`config.mk`:
```
export PLATFORM = sky130hd
export DESIGN_NAME = citd_core
export DESIGN_NICKNAME = d
export VERILOG_FILES = /design/src/shared/citd_pkg.sv /design/src/design/citd_phase_gen.sv /design/src/design/citd_core.sv
export SDC_FILE = /design/constraint.sdc
export NUM_CORES = 1
export LEC_CHECK = 0
export ABC_AREA = 1
export BUFFER_PORTS_ARGS = -buffer_cell sky130_fd_sc_hd__buf_2
export CORE_UTILIZATION = 30
export CTS_BUF_LIST = sky130_fd_sc_hd__clkbuf_16
export CTS_CLUSTER_SIZE = 12
export DETAILED_ROUTE_END_ITERATION = 6
export GPL_ROUTABILITY_DRIVEN = 0
export HOLD_SLACK_MARGIN = 0.08
export SYNTH_ARGS = -nofsm -noshare
export SYNTH_HDL_FRONTEND = slang
export SYNTH_HIERARCHICAL = 1
export SYNTH_SLANG_ARGS = --single-unit
export TNS_END_PERCENT = 10
```
`constraint.sdc`:
```
create_clock -name CLK_I -period 8.2 [get_ports CLK_I]
set_clock_uncertainty 0.15 [all_clocks]
set_input_delay 1.23 -clock CLK_I [delete_from_list [all_inputs] [get_ports CLK_I]]
set_output_delay 1.23 -clock CLK_I [all_outputs]
set_load 0.005 [all_outputs]
```
`src/shared/citd_pkg.sv`:
```
// Purpose: shared constants and carriers for the instruction decoder and cycle sequencer
// Assumes: 14-bit instruction words, 8-bit file registers, 7-bit in-bank file address
// Notes: opcode values are fixed here and used by the core, its assertions and the testbench

package citd_pkg;

	// ----------------------------------------
	// word layout
	// ----------------------------------------
	localparam int INSTR_W = 14;
	localparam int DATA_W = 8;
	localparam int FADDR_W = 7;
	localparam int D_POS = 7;
	localparam int B_LSB = 7;
	localparam int OP6_LSB = 8;
	localparam int OP4_LSB = 10;
	localparam int OP3_LSB = 11;
	localparam int N_POS = 2;

	// ----------------------------------------
	// timing
	// ----------------------------------------
	localparam int PHASES_PER_CYCLE = 4;
	localparam logic [1:0] LAST_PHASE = 2'(PHASES_PER_CYCLE - 1);
	localparam logic [6:0] FILE_ADDR_MAX = 7'h7F;
	localparam logic [6:0] IND_PORT0 = 7'h00;
	localparam logic [6:0] IND_PORT1 = 7'h01;
	localparam logic D_TO_ACC = 1'b0;

	// ----------------------------------------
	// opcodes, byte-oriented (bits 13:8)
	// ----------------------------------------
	localparam logic [5:0] OP_MOVE_W = 6'h00;
	localparam logic [5:0] OP_SUB = 6'h02;
	localparam logic [5:0] OP_DEC = 6'h03;
	localparam logic [5:0] OP_IOR = 6'h04;
	localparam logic [5:0] OP_AND = 6'h05;
	localparam logic [5:0] OP_XOR = 6'h06;
	localparam logic [5:0] OP_ADD = 6'h07;
	localparam logic [5:0] OP_MOVE_F = 6'h08;
	localparam logic [5:0] OP_COMP = 6'h09;
	localparam logic [5:0] OP_INC = 6'h0A;
	localparam logic [5:0] OP_DEC_SKIP = 6'h0B;
	localparam logic [5:0] OP_SWAP = 6'h0E;
	localparam logic [5:0] OP_INC_SKIP = 6'h0F;
	localparam logic [5:0] OP_CLEAR = 6'h01;
	// ----------------------------------------
	// opcodes, bit-oriented (bits 13:10)
	// ----------------------------------------
	localparam logic [3:0] OP_BIT_CLR = 4'h4;
	localparam logic [3:0] OP_BIT_SET = 4'h5;
	localparam logic [3:0] OP_SKIP_CLR = 4'h6;
	localparam logic [3:0] OP_SKIP_SET = 4'h7;
	// ----------------------------------------
	// opcodes, literal and control
	// ----------------------------------------
	localparam logic [2:0] OP3_CALL = 3'h4;
	localparam logic [2:0] OP3_JUMP = 3'h5;
	localparam logic [5:0] OP_LOAD_LIT = 6'h30;
	localparam logic [5:0] OP_EXIT_LIT = 6'h34;
	localparam logic [4:0] OP5_REL_JUMP = 5'h19;
	localparam logic [13:0] W_SUB_EXIT = 14'h0008;
	localparam logic [13:0] W_INT_EXIT = 14'h0009;
	localparam logic [13:0] W_CALL_ACC = 14'h000A;
	localparam logic [13:0] W_JUMP_ACC = 14'h000B;
	localparam logic [13:0] W_IND_MASK = 14'h3FF0;
	localparam logic [13:0] W_IND_BASE = 14'h0010;

	// ----------------------------------------
	// carriers
	// ----------------------------------------
	typedef enum logic [2:0] {
		CLS_BYTE = 3'b001,
		CLS_BIT = 3'b010,
		CLS_LIT = 3'b100
	} citd_class_t;

	typedef enum logic [3:0] {
		FL_NONE = 4'h0,
		FL_ABS_JUMP = 4'h1,
		FL_CALL = 4'h2,
		FL_CALL_ACC = 4'h3,
		FL_SUB_EXIT = 4'h4,
		FL_EXIT_LIT = 4'h5,
		FL_INT_EXIT = 4'h6,
		FL_REL_JUMP = 4'h7,
		FL_ACC_JUMP = 4'h8,
		FL_SKIP = 4'h9
	} citd_flow_t;

	typedef struct packed {
		citd_class_t cls;
		logic [5:0] opc;
		logic dest_f;
		logic [6:0] faddr;
		logic [2:0] bit_idx;
		logic [7:0] lit8;
		logic [10:0] lit11;
		logic ptr_sel;
		logic [1:0] auto_step_style;
		logic indirect_op;
	} citd_dec_t;

	typedef struct packed {
		logic valid;
		citd_flow_t kind;
		logic [10:0] target;
	} citd_flow_evt_t;

endpackage

```
`src/design/citd_phase_gen.sv`:
```
// Purpose: splits the oscillator clock into the four phases of an instruction cycle
// Assumes: one clock, synchronous active-low reset
// Notes: phases are one-hot enables, phase 3 marks the cycle boundary

`timescale 1ns/1ps
`default_nettype none

module citd_phase_gen (
	input wire logic clk_i, // oscillator clock
	input wire logic rst_n_i, // synchronous reset, active low
	output logic [3:0] phase_o // one-hot phase enable
);
	import citd_pkg::*;

	logic [1:0] cnt;
	logic [1:0] next_cnt;

	always_comb begin
		next_cnt = (cnt == LAST_PHASE) ? 2'h0 : 2'(cnt + 2'h1);
	end

	always_ff @(posedge clk_i) begin
		if (!rst_n_i) begin
			cnt <= 2'h0;
		end else begin
			cnt <= next_cnt;
		end
	end

	assign phase_o = 4'(4'h1 << cnt);

endmodule

`default_nettype wire

```
`src/design/citd_core.sv`:
```
// Purpose: instruction word decoder and instruction cycle sequencer of the core
// Assumes: pointer-location flags and file read data come in synchronous to CLK_I
// Notes: file data must be valid in the phase after the read strobe
//
// Overview of operation
// - each instruction is a single 14-bit word holding opcode and all operands.
// - opcodes fall into byte-oriented, bit-oriented and literal-and-control groups.
// - an instruction not listed as an exception takes one instruction cycle.
// - direct and accumulator-computed subroutine jumps take two cycles.
// - subroutine exit, exit with literal and interrupt exit take two cycles.
// - jumps, taken bit skips and skip-if-zero count operations with a zero result take two cycles.
// - an indirect access while the pointer addresses program memory adds one cycle.
// - one instruction cycle is four oscillator clocks.
// - a named file register is always read, then modified; only d=1 byte words and bit set/clear store it.
// - destination bit 0 sends the result to the accumulator, 1 to the file register.
// - the file address field covers 0x00 to 0x7F of the current bank.
// - the bit index field picks one bit of an 8-bit file register.
// - indirect operations carry one bit choosing pointer 0 or pointer 1.
// - indirect operations carry a two-bit pre/post increment/decrement style.

`timescale 1ns/1ps
`default_nettype none

module citd_core (
	input wire logic CLK_I, // oscillator clock, 50 MHz
	input wire logic RST_N_I, // synchronous reset, active low
	input wire logic [13:0] INSTR_I, // fetched instruction word
	input wire logic INSTR_VALID_I, // word on INSTR_I is valid
	output logic INSTR_READY_O, // word taken at this edge
	input wire logic [1:0] PTR_IN_PROG_I, // pointer n addresses program memory
	input wire logic [7:0] ACC_I, // accumulator value
	input wire logic [7:0] FILE_RDATA_I, // file read data, phase after strobe
	output logic [6:0] FILE_ADDR_O, // file register address
	output logic FILE_RD_O, // file read strobe
	output logic FILE_WR_O, // file write strobe
	output logic [7:0] FILE_WDATA_O, // file write data
	output logic ACC_WR_O, // accumulator write strobe
	output logic [7:0] ACC_WDATA_O, // accumulator write data
	output citd_pkg::citd_dec_t DEC_O, // decoded fields of current word
	output citd_pkg::citd_flow_evt_t FLOW_O, // program flow event, one clock
	output logic BUSY_O // an instruction is executing
);
	import citd_pkg::*;

	typedef enum logic [2:0] {
		ST_IDLE = 3'b001,
		ST_EXEC = 3'b010,
		ST_STALL = 3'b100
	} citd_state_t;

	// ----------------------------------------
	// decode helpers
	// ----------------------------------------
	function automatic citd_dec_t decode(input logic [13:0] w);
		citd_dec_t r;
		r.opc = w[13:OP6_LSB];
		r.dest_f = w[D_POS];
		r.faddr = w[FADDR_W-1:0] & FILE_ADDR_MAX;
		r.bit_idx = w[B_LSB+2:B_LSB];
		r.lit8 = w[7:0];
		r.lit11 = w[10:0];
		r.ptr_sel = w[N_POS];
		r.auto_step_style = w[1:0];
		r.indirect_op = (w & W_IND_MASK) == W_IND_BASE;
		if (w[13:12] == 2'b00) begin
			r.cls = CLS_BYTE;
		end else if (w[13:12] == 2'b01) begin
			r.cls = CLS_BIT;
		end else begin
			r.cls = CLS_LIT;
		end
		if (w[13:8] == 6'h00) begin
			r.cls = CLS_LIT; // control words share the zero opcode
		end
		if (w[13:8] == OP_MOVE_W && w[D_POS]) begin
			r.cls = CLS_BYTE;
		end
		return r;
	endfunction

	function automatic citd_flow_t flow_kind(input logic [13:0] w);
		citd_flow_t k;
		k = FL_NONE;
		if (w[13:OP3_LSB] == OP3_CALL) begin
			k = FL_CALL;
		end else if (w[13:OP3_LSB] == OP3_JUMP) begin
			k = FL_ABS_JUMP;
		end else if (w[13:9] == OP5_REL_JUMP) begin
			k = FL_REL_JUMP;
		end else if (w[13:10] == OP_EXIT_LIT[5:2]) begin
			k = FL_EXIT_LIT; // low opcode bits are don't-care
		end else if (w == W_SUB_EXIT) begin
			k = FL_SUB_EXIT;
		end else if (w == W_INT_EXIT) begin
			k = FL_INT_EXIT;
		end else if (w == W_CALL_ACC) begin
			k = FL_CALL_ACC;
		end else if (w == W_JUMP_ACC) begin
			k = FL_ACC_JUMP;
		end
		return k;
	endfunction

	function automatic logic [7:0] modify(input logic [5:0] op, input logic [7:0] f,
			input logic [7:0] w);
		logic [7:0] r;
		r = f;
		case (op)
			OP_MOVE_W: r = w;
			OP_CLEAR: r = 8'h00;
			OP_SUB: r = 8'(f - w);
			OP_DEC, OP_DEC_SKIP: r = 8'(f - 8'h01);
			OP_INC, OP_INC_SKIP: r = 8'(f + 8'h01);
			OP_IOR: r = f | w;
			OP_AND: r = f & w;
			OP_XOR: r = f ^ w;
			OP_ADD: r = 8'(f + w);
			OP_COMP: r = ~f;
			OP_SWAP: r = {f[3:0], f[7:4]};
			default: r = f;
		endcase
		return r;
	endfunction

	// ----------------------------------------
	// state
	// ----------------------------------------
	logic [3:0] phase;
	citd_state_t state, next_state;
	logic [13:0] word, next_word;
	citd_dec_t dec, next_dec;
	citd_flow_t kind, next_kind;
	logic [1:0] left, next_left;
	logic [7:0] res, next_res;
	logic res_to_file, next_res_to_file;
	logic res_to_acc, next_res_to_acc;
	citd_flow_evt_t flow, next_flow;
	logic boundary;
	logic uses_file;
	logic skip_taken;
	logic [1:0] extra;
	logic ind_hit;
	citd_dec_t in_dec;
	citd_flow_t in_kind;

	citd_phase_gen u_phase (
		.clk_i(CLK_I),
		.rst_n_i(RST_N_I),
		.phase_o(phase)
	);

	assign boundary = phase[3];
	assign INSTR_READY_O = boundary && (state == ST_IDLE || left == 2'h0);
	assign in_dec = decode(INSTR_I);
	assign in_kind = flow_kind(INSTR_I);
	// file operand for both file groups, even when the word only writes it
	assign uses_file = (dec.cls == CLS_BYTE) || (dec.cls == CLS_BIT);

	// ----------------------------------------
	// cycle count of the incoming word
	// ----------------------------------------
	always_comb begin
		logic two;
		two = (in_kind != FL_NONE);
		ind_hit = 1'b0;
		if (in_dec.indirect_op) begin
			ind_hit = PTR_IN_PROG_I[in_dec.ptr_sel];
		end else if (in_dec.cls != CLS_LIT &&
				(in_dec.faddr == IND_PORT0 || in_dec.faddr == IND_PORT1)) begin
			ind_hit = PTR_IN_PROG_I[in_dec.faddr[0]];
		end
		extra = 2'({1'b0, two} + {1'b0, ind_hit});
	end

	// ----------------------------------------
	// modify stage and skip test
	// ----------------------------------------
	always_comb begin
		logic [7:0] m;
		m = modify(dec.opc, FILE_RDATA_I, ACC_I);
		skip_taken = 1'b0;
		if (dec.cls == CLS_BIT) begin
			m = FILE_RDATA_I;
			if (word[13:OP4_LSB] == OP_BIT_CLR) begin
				m[dec.bit_idx] = 1'b0;
			end else if (word[13:OP4_LSB] == OP_BIT_SET) begin
				m[dec.bit_idx] = 1'b1;
			end else if (word[13:OP4_LSB] == OP_SKIP_CLR) begin
				skip_taken = !FILE_RDATA_I[dec.bit_idx];
			end else begin
				skip_taken = FILE_RDATA_I[dec.bit_idx];
			end
		end else if (dec.opc == OP_DEC_SKIP || dec.opc == OP_INC_SKIP) begin
			skip_taken = (m == 8'h00);
		end
		next_res = (phase[2] && state == ST_EXEC) ? m : res;
	end

	// ----------------------------------------
	// sequencer
	// ----------------------------------------
	always_comb begin
		next_state = state;
		next_word = word;
		next_dec = dec;
		next_kind = kind;
		next_left = left;
		next_res_to_file = res_to_file;
		next_res_to_acc = res_to_acc;
		next_flow = '{valid: 1'b0, kind: FL_NONE, target: 11'h000};
		if (state == ST_EXEC && phase[2]) begin
			next_res_to_acc = 1'b0;
			next_res_to_file = 1'b0;
			if (dec.cls == CLS_BYTE) begin
				if (dec.dest_f == D_TO_ACC) begin
					next_res_to_acc = 1'b1;
				end else begin
					next_res_to_file = 1'b1;
				end
			end else if (dec.cls == CLS_BIT) begin
				next_res_to_file = (word[13:OP4_LSB] == OP_BIT_CLR) ||
					(word[13:OP4_LSB] == OP_BIT_SET);
			end
			if (skip_taken) begin
				next_left = 2'(left + 2'h1);
				next_kind = FL_SKIP;
			end
		end
		if (state == ST_EXEC && boundary && kind != FL_NONE) begin
			next_flow = '{valid: 1'b1, kind: kind, target: dec.lit11};
		end
		if (boundary) begin
			if (INSTR_READY_O) begin
				if (INSTR_VALID_I) begin
					next_state = ST_EXEC;
					next_word = INSTR_I;
					next_dec = in_dec;
					next_kind = in_kind;
					next_left = extra;
				end else begin
					next_state = ST_IDLE;
				end
			end else begin
				next_state = ST_STALL;
				next_left = 2'(left - 2'h1);
			end
		end
	end

	always_ff @(posedge CLK_I) begin
		if (!RST_N_I) begin
			state <= ST_IDLE;
			word <= 14'h0000;
			dec <= '0;
			kind <= FL_NONE;
			left <= 2'h0;
			res <= 8'h00;
			res_to_file <= 1'b0;
			res_to_acc <= 1'b0;
			flow <= '0;
		end else begin
			state <= next_state;
			word <= next_word;
			dec <= next_dec;
			kind <= next_kind;
			left <= next_left;
			res <= next_res;
			res_to_file <= next_res_to_file;
			res_to_acc <= next_res_to_acc;
			flow <= next_flow;
		end
	end

	// ----------------------------------------
	// strobes: read in phase 1, store in phase 3
	// ----------------------------------------
	// literal loads bypass the modify stage, so W is written straight from the word
	logic lit_load;
	assign lit_load = dec.cls == CLS_LIT &&
		(dec.opc == OP_LOAD_LIT || kind == FL_EXIT_LIT);
	assign FILE_ADDR_O = dec.faddr;
	assign FILE_RD_O = (state == ST_EXEC) && phase[1] && uses_file;
	assign FILE_WR_O = (state == ST_EXEC) && phase[3] && res_to_file;
	assign FILE_WDATA_O = res;
	assign ACC_WR_O = (state == ST_EXEC) && phase[3] && (res_to_acc || lit_load);
	assign ACC_WDATA_O = lit_load ? dec.lit8 : res;
	assign DEC_O = dec;
	assign FLOW_O = flow;
	assign BUSY_O = state != ST_IDLE;

endmodule

`default_nettype wire

```
==> flow_metrics.tcl <==
set metrics [dict create \
    cts.sinks 55 \
    vias_per_cell 5.011 \
    pin_count 122 \
    path_common_cell "nand2_1" \
    worstPathCellList "buf_2 > inv_1 > ha_1 > xnor2_1 > nand2_1 > o211ai_1 > ha_1 > nand3_1 > nand3_1 > nand2_1 > nand2_1 > o21ai_0 > nand2_1 > nor2_1 > nor2_1 > nor2_1 > nand3_1 > nor2_1 > nand2_1 > nand2_2 > nand2_2 > nand2_1 > nand3_1 > a21oi_1" \
    path_buf_inv 2 \
    ys_ff_latch 55 \
    core_um2 14530 \
    fin_util_pct 35.44 \
    p_switching_uw 217.6 \
    sw_frac_of_total_pct 32.87 \
    drv_slew 0 \
    critPathCaptureType "flip-flop" \
    yosys.cell_types.count 40 \
    fillers 1587 \
    rsz0062_at_grt "no" \
    crit_arrival_ns 4.12 \
    synth.cell_area_um2 4461 \
    final_nets 843 \
    avgRoutedWirePerCell_um 14.83 \
    cp_top_family "simple AND/OR/NAND/NOR gates" \
    slowest_delay_ns 0.37 \
    cts-root-buf "clkbuf_16" \
    cts_resized 0 \
    grt_max_degree 31 \
    yosysWarnings 6 \
    fin_area_um2 5151 \
    clockPowerShare_pct 32.5 \
    antenna_found_initial 0 \
    cts.htree.levels 2 \
    power.leakage_nw 2.549 \
    num_vias 4816 \
    synthCells 694 \
    first_global_vias 4218 \
    tritoncts "yes" \
    dr.first_iter.drc_count 425 \
    drc 0 \
    ys_seq_area_share_pct 24.68 \
    syn-num-nets 761 \
    critical_path_required_ns 8.27 \
    setup_viol_count_final 0 \
    vdd_drop_max_mv 0.09725 \
    tns_ns 0 \
    fmax_mhz 246.7 \
    grt_use_total_pct 18.53 \
    clk_pin_slew_ns 0.08 \
    maxSlewHeadroom_pct 30.58 \
    area_delta_synth_final_pct 15.48 \
    report.final.hold_viol_count 0 \
    cts_hold_buf 0 \
    io_buffers 121 \
    cts_setup_buffers 0 \
    finalCritPeriodShare_pct 49.43 \
    avgSynthCellArea_um2 6.427 \
    pwr-share-comb_pct 25.0 \
    drtPass1Iterations 5 \
    crit_slowest_cell "ha_1" \
    cts.path.max_buffers 2 \
    die_y_um 123.9 \
    place_area_um2 5004 \
    internal-power_uw 444.3 \
    place_ws_ns 3.945 \
    fin_ws_ns 4.147 \
    post-dp-hpwl_mm 11.29 \
    die_w_um 123.9 \
    fin_crit_ns 4.053 \
    diodes 0 \
    rows 44 \
    ff2ff_setup_slack_ns 4.38 \
    routed_wl_mm 14.26 \
    cts_made_buffers 5 \
    hp-class "reg2reg" \
    powerDensity_nw_per_um2 128.5 \
    start_kind "input port" \
    crit_fanout 6 \
    status "completed" \
    p_seq_share_pct 42.5 \
    worst-setup-path-type "in2reg" \
    dp.cells 953 \
    worst-slew-pin-transition_ns 1.038 \
    ant_nets 0 \
    grt_overflow_total 0 \
    grt_pass1_wl_mm 21.98 \
    finalNonFillerCells 961 \
    fp.dieArea_um2 15360 \
    drv_cap 0 \
    start_util_pct 30.69 \
    clk_latency_ns 0.29 \
    drive_gt1_share_pct 20.59 \
]
-- worst paths after layout --
kind,from,to,depth (start not counted)
setup / recovery,ACC_I[0],left[0],24
hold / removal,DEC_O[0],DEC_O[0],1
setup reg to reg,word[9],left[0],25
hold reg to reg,DEC_O[0],DEC_O[0],1
-- per-stage QoR --
step / hold WS (ns) / power, mW
2_1_floorplan: 0.2797 / 0.3996
3_3_place_gp: 0.2986 / 0.4520
3_5_place_dp: 0.2996 / 0.4515
4_1_cts: 0.3175 / 0.6657
5_1_grt: 0.3426 / 0.7010
6_report: 0.3139 / 0.6619
-- worst register-to-register path: stages (launching register included) --
cell	delay [ns]
dfxtp_1	0.62
inv_2	0.14
nor2_4	0.20
nand3_2	0.15
nand2_2	0.15
inv_2	0.08
nand2_1	0.06
o211ai_1	0.11
ha_1	0.37
nand3_1	0.13
nand3_1	0.14
nand2_1	0.09
nand2_1	0.07
o21ai_0	0.13
nand2_1	0.09
nor2_1	0.14
nor2_1	0.08
nor2_1	0.11
nand3_1	0.08
nor2_1	0.09
nand2_1	0.09
nand2_2	0.10
nand2_2	0.10
nand2_1	0.10
nand3_1	0.07
a21oi_1	0.11
-- routing by layer --
layer  vias to the layer above  routed length, µm  track usage (%)
met4                         0                112            4.241
met3                        10                896            1.923
met5                         -                  0                0
met2                       190               6637            31.08
li1                       2435                  -                -
met1                      2181               6609            25.41
-- layout by cell type, fill, tap and decap left out, types with 6 or more instances in the layout --
cell type,instances
dfxtp_1,55
a211oi_1,6
o211ai_1,9
nand2_2,12
buf_2,121
nor4_1,6
o21ai_0,51
nand4_1,14
o22ai_1,6
nand3_1,54
nor3_1,13
nor2_4,7
ha_1,31
a31oi_1,9
nand2_1,113
inv_1,96
a21oi_1,40
nor2_1,95
-- power groups by stage --
stage | logic (mW) | registers, mW | clock network [mW]
floorplan | 0.114 | 0.286 | 0
global placement | 0.164 | 0.288 | 0
detailed placement | 0.164 | 0.288 | 0
CTS | 0.164 | 0.281 | 0.220
global route | 0.188 | 0.283 | 0.230
finish | 0.165 | 0.281 | 0.215
-- registers in the layout, indices dropped and copies added, names as in the netlist --
signal,flops
res_to_file,1
FILE_WDATA_O,8
res_to_acc,1
word,14
state,3
u_phase/cnt,2
kind,4
DEC_O,4
FLOW_O,16
left,2
-- synth_stat cells --
cell,number,area share (%)
nand2_1,113,9.5
inv_1,96,8.1
nor2_1,95,8.0
dfxtp_1,55,25
nand3_1,54,6.1
o21ai_0,51,5.7
a21oi_1,40,4.5
buf_4,32,5.4
ha_1,31,8.7
nand4_1,14,2.0
nor3_1,13,1.5
clkbuf_1,12,1.0
nand2_2,12,1.7
a31oi_1,9,1.3
o211ai_1,9,1.5
nor2_4,7,1.8
a211oi_1,6,1.0
nor4_1,6,0.84
o22ai_1,6,0.84
inv_2,5,0.42
buf_2,3,0.34
xor2_1,3,0.59
a221oi_1,2,0.39
nand3_2,2,0.45
nor2_2,2,0.28
o2111ai_1,2,0.39
a22oi_1,1,0.17
clkinv_1,1,0.084
fa_1,1,0.45
nand2_8,1,0.45
nand3_4,1,0.39
nand3b_1,1,0.17
nor3b_1,1,0.17
nor4b_1,1,0.20
o21a_1,1,0.17
o221ai_1,1,0.20
o311ai_0,1,0.20
o31ai_1,1,0.17
or4_1,1,0.17
xnor2_1,1,0.20
-- area by class of cell --
class                           count  area [µm²]  share of cell area [%]
Clock inverter                      3       22.52                  0.4372
Inverter                          102       382.9                   7.433
Timing Repair Buffer              122       613.1                   11.90
Tap cell                          184       230.2                   4.469
Clock buffer                        5       125.1                   2.429
Sequential cell                    55        1101                   21.37
Multi-Input combinational cell    490        2676                   51.96
-- logic make-up (layout without fill, tap and decap cells) --
logic type      count (synthesis)  in the layout  synth area share [%]
xor+xnor                        4              4                0.7856
simple gates                  324            324                 33.55
compound gates                130            130                 16.52
buf+inv                       149            232                 15.32
flops                          55             55                 24.68
fa+ha+maj                      32             32                 9.144
Note: power is estimated with default switching activity, not from simulation.
